## src/verilog/rsm_consts.svh

```systemverilog
/*
 Constants for the reference status and event monitor: register offsets,
 field positions, reset values and timing counts.
 Assumes it is included by its bare name ahead of any code that uses it.
*/
// Summary of operation
// - Per reference, one status bit per loop marks use; loop 3 bit 7, loop 0 bit 4.
// - Valid bit set only when frequency in limits and validation timer expired.
// - Fault bit set whenever frequency is outside the programmed limits.
// - Too-fast bit set when frequency exceeds the profile upper bound.
// - Too-slow bit set when frequency falls below the profile lower bound.
// - With no signal detected, too-fast and too-slow may both read set.
// - Unmasked event sets its monitor bit to one and holds it.
// - Writing one to a clearing register bit clears that monitor bit.
// - Clear-all bit in the first clearing register clears every monitor bit.
// - Device reset returns all monitor bits to zero.
// - Common register bits 7..3 flag system clock PLL lock, stability, calibration.
// - Watchdog expiry in common bit 2; bits 1 and 0 reserved.
// - Per reference: validated, fault cleared, faulted; A/C bits 2:0, B/D 6:4.
// - Loop 0 phase lock gain/loss bits 0/1, frequency lock gain/loss bits 2/3.
// - Loop 0 slew limit enter/exit bits 4/5, clamp enter/exit bits 6/7.
// - Loop 0 switching bit 7, free run 6, holdover 5, history update 4.
// - Loop 0 activation of references A..D in bits 0..3.
// - Loop 0 demap step bit 7, unclamped 6, clamped 5; sync event bit 4.
// - Analog loop 0 unlock bit 3, lock 2, calibration done 1, started 0.
// - Reference status registers are read only; writes are ignored.
`ifndef RSM_CONSTS_SVH
`define RSM_CONSTS_SVH

// ==========================================================
// Register offsets
`define RSM_OFS_UPDATE 16'h000f
`define RSM_OFS_REF_A_STATUS 16'h0d02
`define RSM_OFS_REF_B_STATUS 16'h0d03
`define RSM_OFS_REF_C_STATUS 16'h0d04
`define RSM_OFS_REF_D_STATUS 16'h0d05
`define RSM_OFS_COMMON_EVENT 16'h0d08
`define RSM_OFS_REF_AB_EVENT 16'h0d09
`define RSM_OFS_REF_CD_EVENT 16'h0d0a
`define RSM_OFS_LOOP0_LOCK_EVENT 16'h0d0b
`define RSM_OFS_LOOP0_STATE_EVENT 16'h0d0c
`define RSM_OFS_LOOP0_AUX_EVENT 16'h0d0d
`define RSM_OFS_MASK_BASE 16'h010f
`define RSM_OFS_CLEAR_BASE 16'h0a05

// ==========================================================
// Field positions and values
`define RSM_STAT_ACTIVE_LSB 4
`define RSM_STAT_VALID 3
`define RSM_STAT_FAULT 2
`define RSM_STAT_FAST 1
`define RSM_STAT_SLOW 0
`define RSM_CLR_ALL_BIT 0
`define RSM_UPDATE_VAL 8'h01
`define RSM_MASK_RESET 8'h00
`define RSM_FLAG_RESET 8'h00
`define RSM_STATUS_RESET 8'h00

// ==========================================================
// Counts
`define RSM_NUM_REF 4
`define RSM_NUM_EVREG 6
`define RSM_VALID_CYCLES 1000

`endif

```

## src/verilog/rsm_pkg.sv

```systemverilog
/*
 Types for the reference status and event monitor.
 Assumes rsm_consts.svh is on the include path.
*/
`default_nettype none
package rsm_pkg;
   // Measurement result for one reference
   typedef struct packed {
      logic no_signal;
      logic too_fast;
      logic too_slow;
   } rsm_meas_s;

   // Reference selection of one digital loop
   typedef struct packed {
      logic busy;
      logic [1:0] ref_idx;
   } rsm_loop_sel_s;

   // System clock PLL and watchdog levels
   typedef struct packed {
      logic sys_locked;
      logic sys_stable;
      logic sys_cal_busy;
      logic watchdog_expired;
   } rsm_common_s;

   // Loop 0 and analog loop 0 levels
   typedef struct packed {
      logic phase_lock;
      logic freq_lock;
      logic slew_limit;
      logic freq_clamp;
      logic switching;
      logic free_run;
      logic holdover;
      logic history_upd;
      logic demap_step;
      logic demap_clamp;
      logic dist_sync;
      logic apll_lock;
      logic apll_cal_busy;
   } rsm_loop0_s;
endpackage
`default_nettype wire

```

## src/verilog/rsm_monitor.sv

```systemverilog
/*
 Reference status readback and sticky event monitor for a four reference,
 four loop clock translator.
 Assumes all status inputs come from logic on CLK_SYS and that the register
 port follows a one-cycle strobe protocol with read data a cycle later.
*/
`timescale 1ns/1ps
`default_nettype none
`include "rsm_consts.svh"
module rsm_monitor
   import rsm_pkg::*;
#(
   parameter int VALID_CYCLES = `RSM_VALID_CYCLES
)
(
   input wire logic CLK_SYS,
   input wire logic RST,
   input wire logic [15:0] REG_ADDR,
   input wire logic [7:0] REG_WDATA,
   input wire logic REG_WR,
   input wire logic REG_RD,
   output logic [7:0] REG_RDATA,
   input wire rsm_meas_s [3:0] REF_MEAS,
   input wire rsm_loop_sel_s [3:0] LOOP_SEL,
   input wire rsm_common_s COMMON_IN,
   input wire rsm_loop0_s LOOP0_IN
);

   localparam int NR = `RSM_NUM_REF;
   localparam int NE = `RSM_NUM_EVREG;
   localparam int CW = $clog2(VALID_CYCLES + 1);

   // ==========================================================
   // Reference qualification
   logic [NR-1:0] ref_fast;
   logic [NR-1:0] ref_slow;
   logic [NR-1:0] ref_fault;
   logic [NR-1:0] ref_valid;
   logic [CW-1:0] vcnt [NR];
   logic [7:0] live_status [NR];
   logic [3:0] act [NR];

   genvar r;
   genvar l;
   generate
      for (r = 0; r < NR; r++)
      begin : g_ref
         // Lost signal reads as both fast and slow
         assign ref_fast[r] = REF_MEAS[r].too_fast | REF_MEAS[r].no_signal;
         assign ref_slow[r] = REF_MEAS[r].too_slow | REF_MEAS[r].no_signal;
         assign ref_fault[r] = ref_fast[r] | ref_slow[r];
         assign ref_valid[r] = ~ref_fault[r] && (vcnt[r] == CW'(VALID_CYCLES));

         // Validation timer restarts on any excursion
         always_ff @(posedge CLK_SYS or posedge RST)
         begin
            if (RST)
               vcnt[r] <= '0;
            else if (ref_fault[r])
               vcnt[r] <= '0;
            else if (vcnt[r] != CW'(VALID_CYCLES))
               vcnt[r] <= vcnt[r] + CW'(1);
         end

         // Loop use of this reference
         for (l = 0; l < 4; l++)
         begin : g_loop
            assign act[r][l] = LOOP_SEL[l].busy && (LOOP_SEL[l].ref_idx == 2'(r));
         end

         // Live status byte
         assign live_status[r] = {act[r], ref_valid[r], ref_fault[r], ref_fast[r], ref_slow[r]};
      end
   endgenerate

   // ==========================================================
   // Register decode
   wire wr_update = REG_WR && (REG_ADDR == `RSM_OFS_UPDATE) && (REG_WDATA == `RSM_UPDATE_VAL);
   logic [NR-1:0] hit_stat;
   logic [NE-1:0] hit_event;
   logic [NE-1:0] hit_mask;
   logic [NE-1:0] hit_clear;
   wire clear_all = REG_WR && hit_clear[0] && REG_WDATA[`RSM_CLR_ALL_BIT];

   genvar i;
   generate
      for (i = 0; i < NR; i++)
      begin : g_dec_stat
         assign hit_stat[i] = (REG_ADDR == 16'(`RSM_OFS_REF_A_STATUS + i));
      end
      for (i = 0; i < NE; i++)
      begin : g_dec_ev
         assign hit_event[i] = (REG_ADDR == 16'(`RSM_OFS_COMMON_EVENT + i));
         assign hit_mask[i] = (REG_ADDR == 16'(`RSM_OFS_MASK_BASE + i));
         assign hit_clear[i] = (REG_ADDR == 16'(`RSM_OFS_CLEAR_BASE + i));
      end
   endgenerate

   // ==========================================================
   // Status snapshot, refreshed by the update write
   logic [7:0] status_snap [NR];

   generate
      for (i = 0; i < NR; i++)
      begin : g_snap
         // Writes to the status offsets never reach here
         always_ff @(posedge CLK_SYS or posedge RST)
         begin
            if (RST)
               status_snap[i] <= `RSM_STATUS_RESET;
            else if (wr_update)
               status_snap[i] <= live_status[i];
         end
      end
   endgenerate

   // ==========================================================
   // Previous levels for edge detection
   rsm_common_s com_q;
   rsm_loop0_s l0_q;
   logic [NR-1:0] valid_q;
   logic [NR-1:0] fault_q;
   logic [NR-1:0] act0_q;
   logic [NR-1:0] act0;

   generate
      for (i = 0; i < NR; i++)
      begin : g_act0
         assign act0[i] = act[i][0];
      end
   endgenerate

   // Level history, one cycle deep
   always_ff @(posedge CLK_SYS or posedge RST)
   begin
      if (RST)
      begin
         com_q <= '0;
         l0_q <= '0;
         valid_q <= '0;
         fault_q <= '0;
         act0_q <= '0;
      end
      else
      begin
         com_q <= COMMON_IN;
         l0_q <= LOOP0_IN;
         valid_q <= ref_valid;
         fault_q <= ref_fault;
         act0_q <= act0;
      end
   end

   // Rising and falling edges, one cycle each
   wire rsm_common_s com_rise = COMMON_IN & ~com_q;
   wire rsm_common_s com_fall = ~COMMON_IN & com_q;
   wire rsm_loop0_s l0_rise = LOOP0_IN & ~l0_q;
   wire rsm_loop0_s l0_fall = ~LOOP0_IN & l0_q;
   wire [NR-1:0] valid_rise = ref_valid & ~valid_q;
   wire [NR-1:0] fault_rise = ref_fault & ~fault_q;
   wire [NR-1:0] fault_fall = ~ref_fault & fault_q;
   wire [NR-1:0] act0_rise = act0 & ~act0_q;

   // ==========================================================
   // Event bytes in register order
   logic [7:0] raw [NE];
   logic [2:0] ev_ref [NR];

   generate
      for (i = 0; i < NR; i++)
      begin : g_evref
         assign ev_ref[i] = {valid_rise[i], fault_fall[i], fault_rise[i]};
      end
   endgenerate

   // Common functions, reserved low bits stay zero
   assign raw[0] = {com_fall.sys_locked, com_rise.sys_stable, com_rise.sys_locked,
                    com_fall.sys_cal_busy, com_rise.sys_cal_busy,
                    com_rise.watchdog_expired, 2'b00};
   // Reference pairs, bits 7 and 3 reserved
   assign raw[1] = {1'b0, ev_ref[1], 1'b0, ev_ref[0]};
   assign raw[2] = {1'b0, ev_ref[3], 1'b0, ev_ref[2]};
   // Loop 0 lock, slew and clamp
   assign raw[3] = {l0_fall.freq_clamp, l0_rise.freq_clamp,
                    l0_fall.slew_limit, l0_rise.slew_limit,
                    l0_fall.freq_lock, l0_rise.freq_lock,
                    l0_fall.phase_lock, l0_rise.phase_lock};
   // Loop 0 state changes and reference activation
   assign raw[4] = {l0_rise.switching, l0_rise.free_run,
                    l0_rise.holdover, l0_rise.history_upd,
                    act0_rise};
   // Loop 0 demapping, sync and analog loop
   assign raw[5] = {l0_rise.demap_step, l0_fall.demap_clamp,
                    l0_rise.demap_clamp, l0_rise.dist_sync,
                    l0_fall.apll_lock, l0_rise.apll_lock,
                    l0_fall.apll_cal_busy, l0_rise.apll_cal_busy};

   // ==========================================================
   // Mask registers and sticky flags
   logic [7:0] mask [NE];
   logic [7:0] flag [NE];
   logic [7:0] clr [NE];
   logic [7:0] set [NE];

   generate
      for (i = 0; i < NE; i++)
      begin : g_flag
         // Clear strobes from the clearing registers
         assign clr[i] = ((REG_WR && hit_clear[i]) ? REG_WDATA : 8'h00) | {8{clear_all}};
         // Masked events are dropped, not deferred
         assign set[i] = raw[i] & ~mask[i];

         // Mask register, one suppresses
         always_ff @(posedge CLK_SYS or posedge RST)
         begin
            if (RST)
               mask[i] <= `RSM_MASK_RESET;
            else if (REG_WR && hit_mask[i])
               mask[i] <= REG_WDATA;
         end

         // Set wins over a clear in the same cycle
         always_ff @(posedge CLK_SYS or posedge RST)
         begin
            if (RST)
               flag[i] <= `RSM_FLAG_RESET;
            else
               flag[i] <= (flag[i] & ~clr[i]) | set[i];
         end
      end
   endgenerate

   // ==========================================================
   // Read data mux, unmapped offsets read zero
   logic [7:0] rd_mux;

   always_comb
   begin
      rd_mux = 8'h00;
      for (int k = 0; k < NR; k++)
      begin
         if (hit_stat[k])
            rd_mux = status_snap[k];
      end
      for (int k = 0; k < NE; k++)
      begin
         if (hit_event[k])
            rd_mux = flag[k];
         if (hit_mask[k])
            rd_mux = mask[k];
      end
   end

   // Read data stands only in the cycle after the strobe
   always_ff @(posedge CLK_SYS or posedge RST)
   begin
      if (RST)
         REG_RDATA <= 8'h00;
      else
         REG_RDATA <= REG_RD ? rd_mux : 8'h00;
   end

endmodule
`default_nettype wire

```

## config.mk

```make
export PLATFORM = sky130hd
export DESIGN_NAME = rsm_monitor
export DESIGN_NICKNAME = d
export VERILOG_FILES = /design/src/verilog/rsm_pkg.sv /design/src/verilog/rsm_monitor.sv
export VERILOG_INCLUDE_DIRS = /design/src /design/src/verilog
export SDC_FILE = /design/constraint.sdc
export NUM_CORES = 1
export LEC_CHECK = 0
export BUFFER_PORTS_ARGS = -buffer_cell sky130_fd_sc_hd__buf_2
export CAP_MARGIN = 30
export CORE_ASPECT_RATIO = 1.5
export CORE_MARGIN = 3
export CORE_UTILIZATION = 45
export DETAILED_ROUTE_END_ITERATION = 8
export PLACE_DENSITY = 0.74
export SLEW_MARGIN = 20
export SYNTH_ARGS = -nofsm -noshare
export SYNTH_HDL_FRONTEND = slang
export SYNTH_SLANG_ARGS = --single-unit
```

## constraint.sdc

```tcl
create_clock -name CLK_SYS -period 6.42 [get_ports CLK_SYS]
set_clock_uncertainty 0.2 [all_clocks]
set_input_delay 0.321 -clock CLK_SYS [delete_from_list [all_inputs] [get_ports CLK_SYS]]
set_output_delay 0.321 -clock CLK_SYS [all_outputs]
set_load 0.1 [all_outputs]
```

==> impl_metrics.toml, run 1 <==
[sta]
hold_viol_final = 0
fmax_mhz = 349
setup-tns-final_ns = 0
grt_setup_unrepaired = "no"
period_needed_ns = 2.86
finalCritPeriodShare = 0.446
tightest_slew_ns = 0.839
maxSlewHeadroom = 0.437
finalSetupViolCount = 0
maxSlewViolCount = 0

[logic_synthesis]
synth_edf_count = 0
synth_top_cell_area_share = 0.532
synthCells = 959
yosysWarnings = 0
synth.avg_cell_area_um2 = 10.1
synth_flop_cell = "dfrtp_1"
synth_nets = 1036
synthTopCellsByArea = "dfrtp_1 53%, nand2_1 5.8%, mux2_2 5.7%"
async_reset_ff_frac = 1.00
ys_types = 64
synth_top_cell_by_area = "dfrtp_1"
ys_ff_latch = 205
synth_area_mm2 = 0.00965
ys_seq_area_frac = 0.532

[clocking]
htreeDepth = 1
path_clk_slew_ns = 0.06
root_buffer = "clkbuf_16"
cts.sinks = 205
cts_buffers = 21
cts_tree = "done"
clock_latency_ns = 0.50
cts_repair_resize_count = 0
clk_path_buf_depth = 3

[route]
num_vias = 7841
dr.pass1.iters = 7
wl_per_cell_um = 19.0
vias_per_cell = 5.79
wl_um = 25800
first_iter_violations = 595
final_antenna_net_count = 0
remaining_drc_errors = 0

[cells_and_area]
fillerInstances = 1857
area_growth_pct = 18.9
final_nets = 1151
diodes = 0
drive_above_1_share = 0.179
final_cell_area_mm2 = 0.0115

[worst_setup_path]
path_max_fanout = 51
criticalPathCategory = "in -> reg"
crit_slowest_cell = "or3_2"
slowest_delay_ns = 0.60
rr_startpoint = "vcnt[23]"
critical-path-top-delay-family = "buffers and inverters"
cp-end-kind = "register"
critical_path_required_ns = 6.64
crit_buf_inv = 3
path_cells = "buf_2 -> nand2_1 -> nor2_1 -> nand4_1 -> or3_2 -> buf_12 -> o41ai_1 -> dlygate4sd3_1"
critPathLaunchType = "input port"
critical_path_arrival_ns = 3.09
worstSetupStartpoint = "REG_ADDR[0]"

[place]
gp_congestion = 0.942
numPortBuffers = 76
place_hpwl_um = 17700
place_area_mm2 = 0.0102

[global_routing]
grt_overflow = 0
grt_pass1_vias = 8085
grt_max_degree = 134
antenna_found_initial = 0
grt_use_total = 0.223
grt_first_pass_wirelength_um = 41700

[floorplanning]
dieArea_mm2 = 0.0233
pin_count = 77
dieWidth_um = 126
rows = 65
start_util = 0.458
fp.dieH_um = 185
fp.coreArea_mm2 = 0.0211

[run_status]
status = "finished clean"

[power]
p_leak_nw = 5.22
vdd_ir_drop_max_mv = 0.162
p_per_area_mw_per_mm2 = 229

[hold_path]
min_path_type = "in -> reg"
min-delay-start = "LOOP_SEL[2]"

[run]
drv_cap = 0
[routing by layer]
metal | wire length, um | part of all wire | vias up | track usage
met1 | 9840 | 0.38 | 3850 | 0.261
met3 | 1380 | 0.054 | 92 | 0.0309
li1 | - | - | 3605 | -
met5 | 0 | 0 | - | 0
met2 | 12800 | 0.50 | 294 | 0.387
met4 | 1750 | 0.068 | 0 | 0.139
[logic make-up after synthesis]
family                     count (synthesis)  share of synthesized area
xor gates and xnor gates                  24                     0.0218
DFF                                      205                      0.532
AOI/OAI and AO/OA                        207                      0.143
buffers and inverters                     88                     0.0381
muxes                                     58                     0.0665
and+or+nand+nor                          369                      0.189
adders and majority gates                  8                     0.0104
[where the power goes]
group / internal (W) / switching [W]
clock: 0.000677 / 0.000484
combinational: 0.0000567 / 0.000100
sequential: 0.00130 / 0.00000598
total: 0.00204 / 0.000590
[cell usage in the layout (no fill, tap or decap), drive strengths merged, types with 7 or more instances in the layout]
master,synthesis,final
inv,42,42
o31ai,11,11
xor2,15,15
and3,11,11
a32o,9,9
xnor2,9,9
a221o,14,14
a31oi,9,9
buf,14,83
nand2,150,150
nor3,18,18
ha,8,8
o41ai,11,11
nand4,10,10
or3,14,14
mux2i,9,9
dfrtp,205,205
a21oi,24,24
dlygate4sd3,0,55
or2,8,8
clkbuf,32,31
mux2,49,49
nand2b,15,15
o32ai,7,7
a221oi,14,14
nor2,91,91
o21ai,88,88
a2bb2oi,7,7
nand3,28,28
[synth_stat cells, types with 11 or more instances]
library cell / n
o31ai_1: 11
nand2b_1: 14
or3_1: 13
o21ai_0: 78
xor2_1: 15
nand2_1: 148
nor2_1: 83
and3_1: 11
a221oi_1: 14
nor3_1: 13
a21oi_1: 24
mux2_2: 49
o41ai_1: 11
dfrtp_1: 205
clkbuf_1: 32
nand3_1: 26
inv_1: 42
a221o_1: 14
[stage by stage]
stage | cells | worst slack, ns | total power (W) | util | hold WS (ns)
2_1_floorplan | 959 | 0.303 | 0.00140 | - | 0.152
3_3_place_gp | 1258 | 3.33 | 0.00146 | 0.483 | 0.211
3_5_place_dp | 1261 | 3.44 | 0.00146 | 0.484 | 0.219
4_1_cts | 1352 | 3.47 | 0.00265 | 0.541 | 0.0147
5_1_grt | 1355 | 3.36 | 0.00271 | 0.545 | 0.0503
6_report | 1355 | 3.56 | 0.00263 | 0.545 | 0.0218
[path summary, 6_finish.rpt]
check                                  end  slack, ns  cells after the start
min in group asynchronous         vcnt[16]       0.21                      3
max in group asynchronous          vcnt[2]       4.41                      6
hold reg to reg                   flag[30]       0.22                      1
hold / removal                    flag[11]       0.02                      3
setup reg to reg                  flag[38]       4.24                      5
setup / recovery           status_snap[30]       3.56                      8
[flip-flops by register name (all words and copies together), names as in the netlist]
signal       cells
REG_RDATA        8
l0_q            13
act0_q           4
vcnt            40
valid_q          4
fault_q          4
flag            48
mask            48
status_snap     32
com_q            4
[layout make-up]
| class | instances | area, um^2 | area share |
|---|---|---|---|
| clock inverters | 5 | 50.0 | 0.00436 |
| inverters | 42 | 165 | 0.0144 |
| well taps | 268 | 335 | 0.0292 |
| clock buffers | 31 | 593 | 0.0517 |
| flip-flops and latches | 205 | 5130 | 0.447 |
| multi-input cells | 666 | 4150 | 0.362 |
| repair buffers | 138 | 1040 | 0.0910 |
[tightest hold or removal path, delay by kind of cell]
kind            cells  cell delay (ns)
buf+inv             1             0.13
simple gates        1             0.13
compound gates      1             0.08
[repair_timing]
action,4_1_cts,5_1_grt
buffers inserted,0,0
hold buffers,55,0
hold endpoints to repair,203,0
(Power assumes the default switching activity.)
==> run 2, diff against run 1 <==
==> constraint.sdc (replaced) <==
create_clock -name CLK_SYS -period 2.4 [get_ports CLK_SYS]
set_clock_uncertainty 0.2 [all_clocks]
set_input_delay 0.12 -clock CLK_SYS [delete_from_list [all_inputs] [get_ports CLK_SYS]]
set_output_delay 0.12 -clock CLK_SYS [all_outputs]
set_load 0.1 [all_outputs]
==> run 2 against run 1 <==
Critical path depth did not move. Critical endpoint unchanged. Power rose to 2.8 times the previous value. Final cell count rose by 5.0%. Global-route usage rose by 1.5 points. Largest cell class unchanged. Sequential power rose to 2.7 times the previous value. Cell area rose by 5.8%. Non-clock buffer count rose by 68. Combinational power rose to 3.1 times the previous value.
==> impl_metrics.toml, run 2 (synthesized netlist as in run 1, its figures left out) <==
[run_status]
status = "finished clean"

[hold_path]
min_path_type = "in -> reg"
min-delay-start = "REG_ADDR[0]"

[power]
p_leak_nw = 5.60
vdd_ir_drop_max_mv = 0.506
p_per_area_mw_per_mm2 = 608

[clocking]
postCtsSetupRepairBufs = 0
htreeDepth = 1
clock_latency_ns = 0.50
cts_tree = "done"
path_clk_slew_ns = 0.06
cts_buffers = 21
root_buffer = "clkbuf_16"
clk_path_buf_depth = 3
cts.sinks = 205

[route]
first_iter_violations = 712
final_antenna_net_count = 0
num_vias = 8195
dr.pass1.iters = 5
wl_um = 28100
remaining_drc_errors = 0
wl_per_cell_um = 19.8
vias_per_cell = 5.76

[floorplanning]
dieWidth_um = 126
pin_count = 77
rows = 65
fp.coreArea_mm2 = 0.0211
start_util = 0.458
dieArea_mm2 = 0.0233
fp.dieH_um = 185

[cells_and_area]
layout_commonest_cell = "dfrtp_1"
final_cell_mix = "205 x dfrtp_1, 148 x nand2_1, 83 x nor2_1"
reg.largest.list = "flag: 48 flops, mask: 48 flops, vcnt: 40 flops"
final_cell_area_mm2 = 0.0121
final_nets = 1219
area_growth_pct = 25.8
diodes = 0
drive_above_1_share = 0.226

[sta]
hold_viol_final = 0
setup-tns-final_ns = 0
finalCritPeriodShare = 0.947
grt_setup_unrepaired = "no"
tightest_slew_ns = 0.739
fmax_mhz = 440
maxSlewViolCount = 0
maxSlewHeadroom = 0.503
period_needed_ns = 2.27
setup_ws_ns = 0.128
finalSetupViolCount = 0

[run]
drv_cap = 0

[worst_setup_path]
critical_path_required_ns = 2.63
critPathLaunchType = "input port"
path_max_fanout = 31
cp-end-kind = "register"
critical_path_arrival_ns = 2.50
criticalPathCategory = "in -> reg"
rr_startpoint = "vcnt[23]"
worstSetupStartpoint = "REG_WDATA[7]"

[global_routing]
grt_overflow = 0
grt_use_total = 0.238
antenna_found_initial = 0
grt_first_pass_wirelength_um = 44100
grt_max_degree = 90
grt_pass1_vias = 8444

[place]
place_area_mm2 = 0.0107
place_hpwl_um = 19400
numPortBuffers = 76
dpl_worst_slack_ns = -0.134
gp_congestion = 0.959
==> run 2: cell count changes in the layout (fill, tap and decap cells not counted), sizes merged <==
| cell | previous run | this run |
|---|---|---|
| clkinv | 4 | 5 |
| buf | 83 | 137 |
| clkinvlp | 0 | 1 |
| dlygate4sd3 | 55 | 66 |
| clkbuf | 31 | 30 |
| bufinv | 1 | 3 |
==> run 2: layout make-up <==
cell class	instances	area [um^2]
clock buffer	27	588
clock inverter	9	128
fill	1763	8930
inverter	42	161
multi-input combinational	666	4180
sequential	205	5130
tap	268	335
timing repair buffer	206	1610
==> run 2: final timing paths <==
path | slack (ns) | cells after the start | endpoint
setup / recovery | 0.13 | 8 | status_snap[30]
hold / removal | 0.07 | 4 | mask[8]
setup reg to reg | 0.27 | 5 | flag[38]
hold reg to reg | 0.22 | 1 | flag[30]
max in group asynchronous | 0.64 | 5 | vcnt[3]
min in group asynchronous | 0.56 | 4 | REG_RDATA[2]
==> run 2: report_power, final <==
part	leakage, nW	switching [W]	internal, W	total [W]
sequential	2.57	0.0000163	0.00348	0.00350
combinational	2.67	0.000285	0.000200	0.000485
clock	0.357	0.00135	0.00205	0.00340
==> run 2: what timing repair did <==
action                                 CTS  global route
setup endpoints to repair                0            35
gates resized for setup                  0            12
hold buffers                            67             0
endpoints found under the hold margin  339             0
==> run 2: routing by layer <==
layer	global-route usage	wire, um	part of all wire	vias to the layer above
met5	0.00420	0	0	-
met4	0.118	1420	0.051	0
met3	0.0254	1390	0.049	85
met1	0.280	10700	0.38	4058
met2	0.431	14600	0.52	300
li1	-	-	-	3752
==> run 2: critical path, cell delays in order <==
cell and delay (ns):
dlygate4sd3_1 0.54, buf_4 0.21, nor2_1 0.10, nand4_1 0.09, or3_4 0.41, buf_12 0.19
o41ai_2 0.22, dlygate4sd3_1 0.58
==> run 2: per-stage QoR <==
step,util,std cells,total power (W),hold WS (ns)
6_report,0.576,1423,0.00739,0.0682
3_5_place_dp,0.507,1319,0.00396,-0.0757
4_1_cts,0.573,1422,0.00744,0.0377
5_1_grt,0.576,1423,0.00763,0.0538
2_1_floorplan,-,959,0.00375,-0.0486
3_3_place_gp,0.507,1318,0.00396,-0.0801
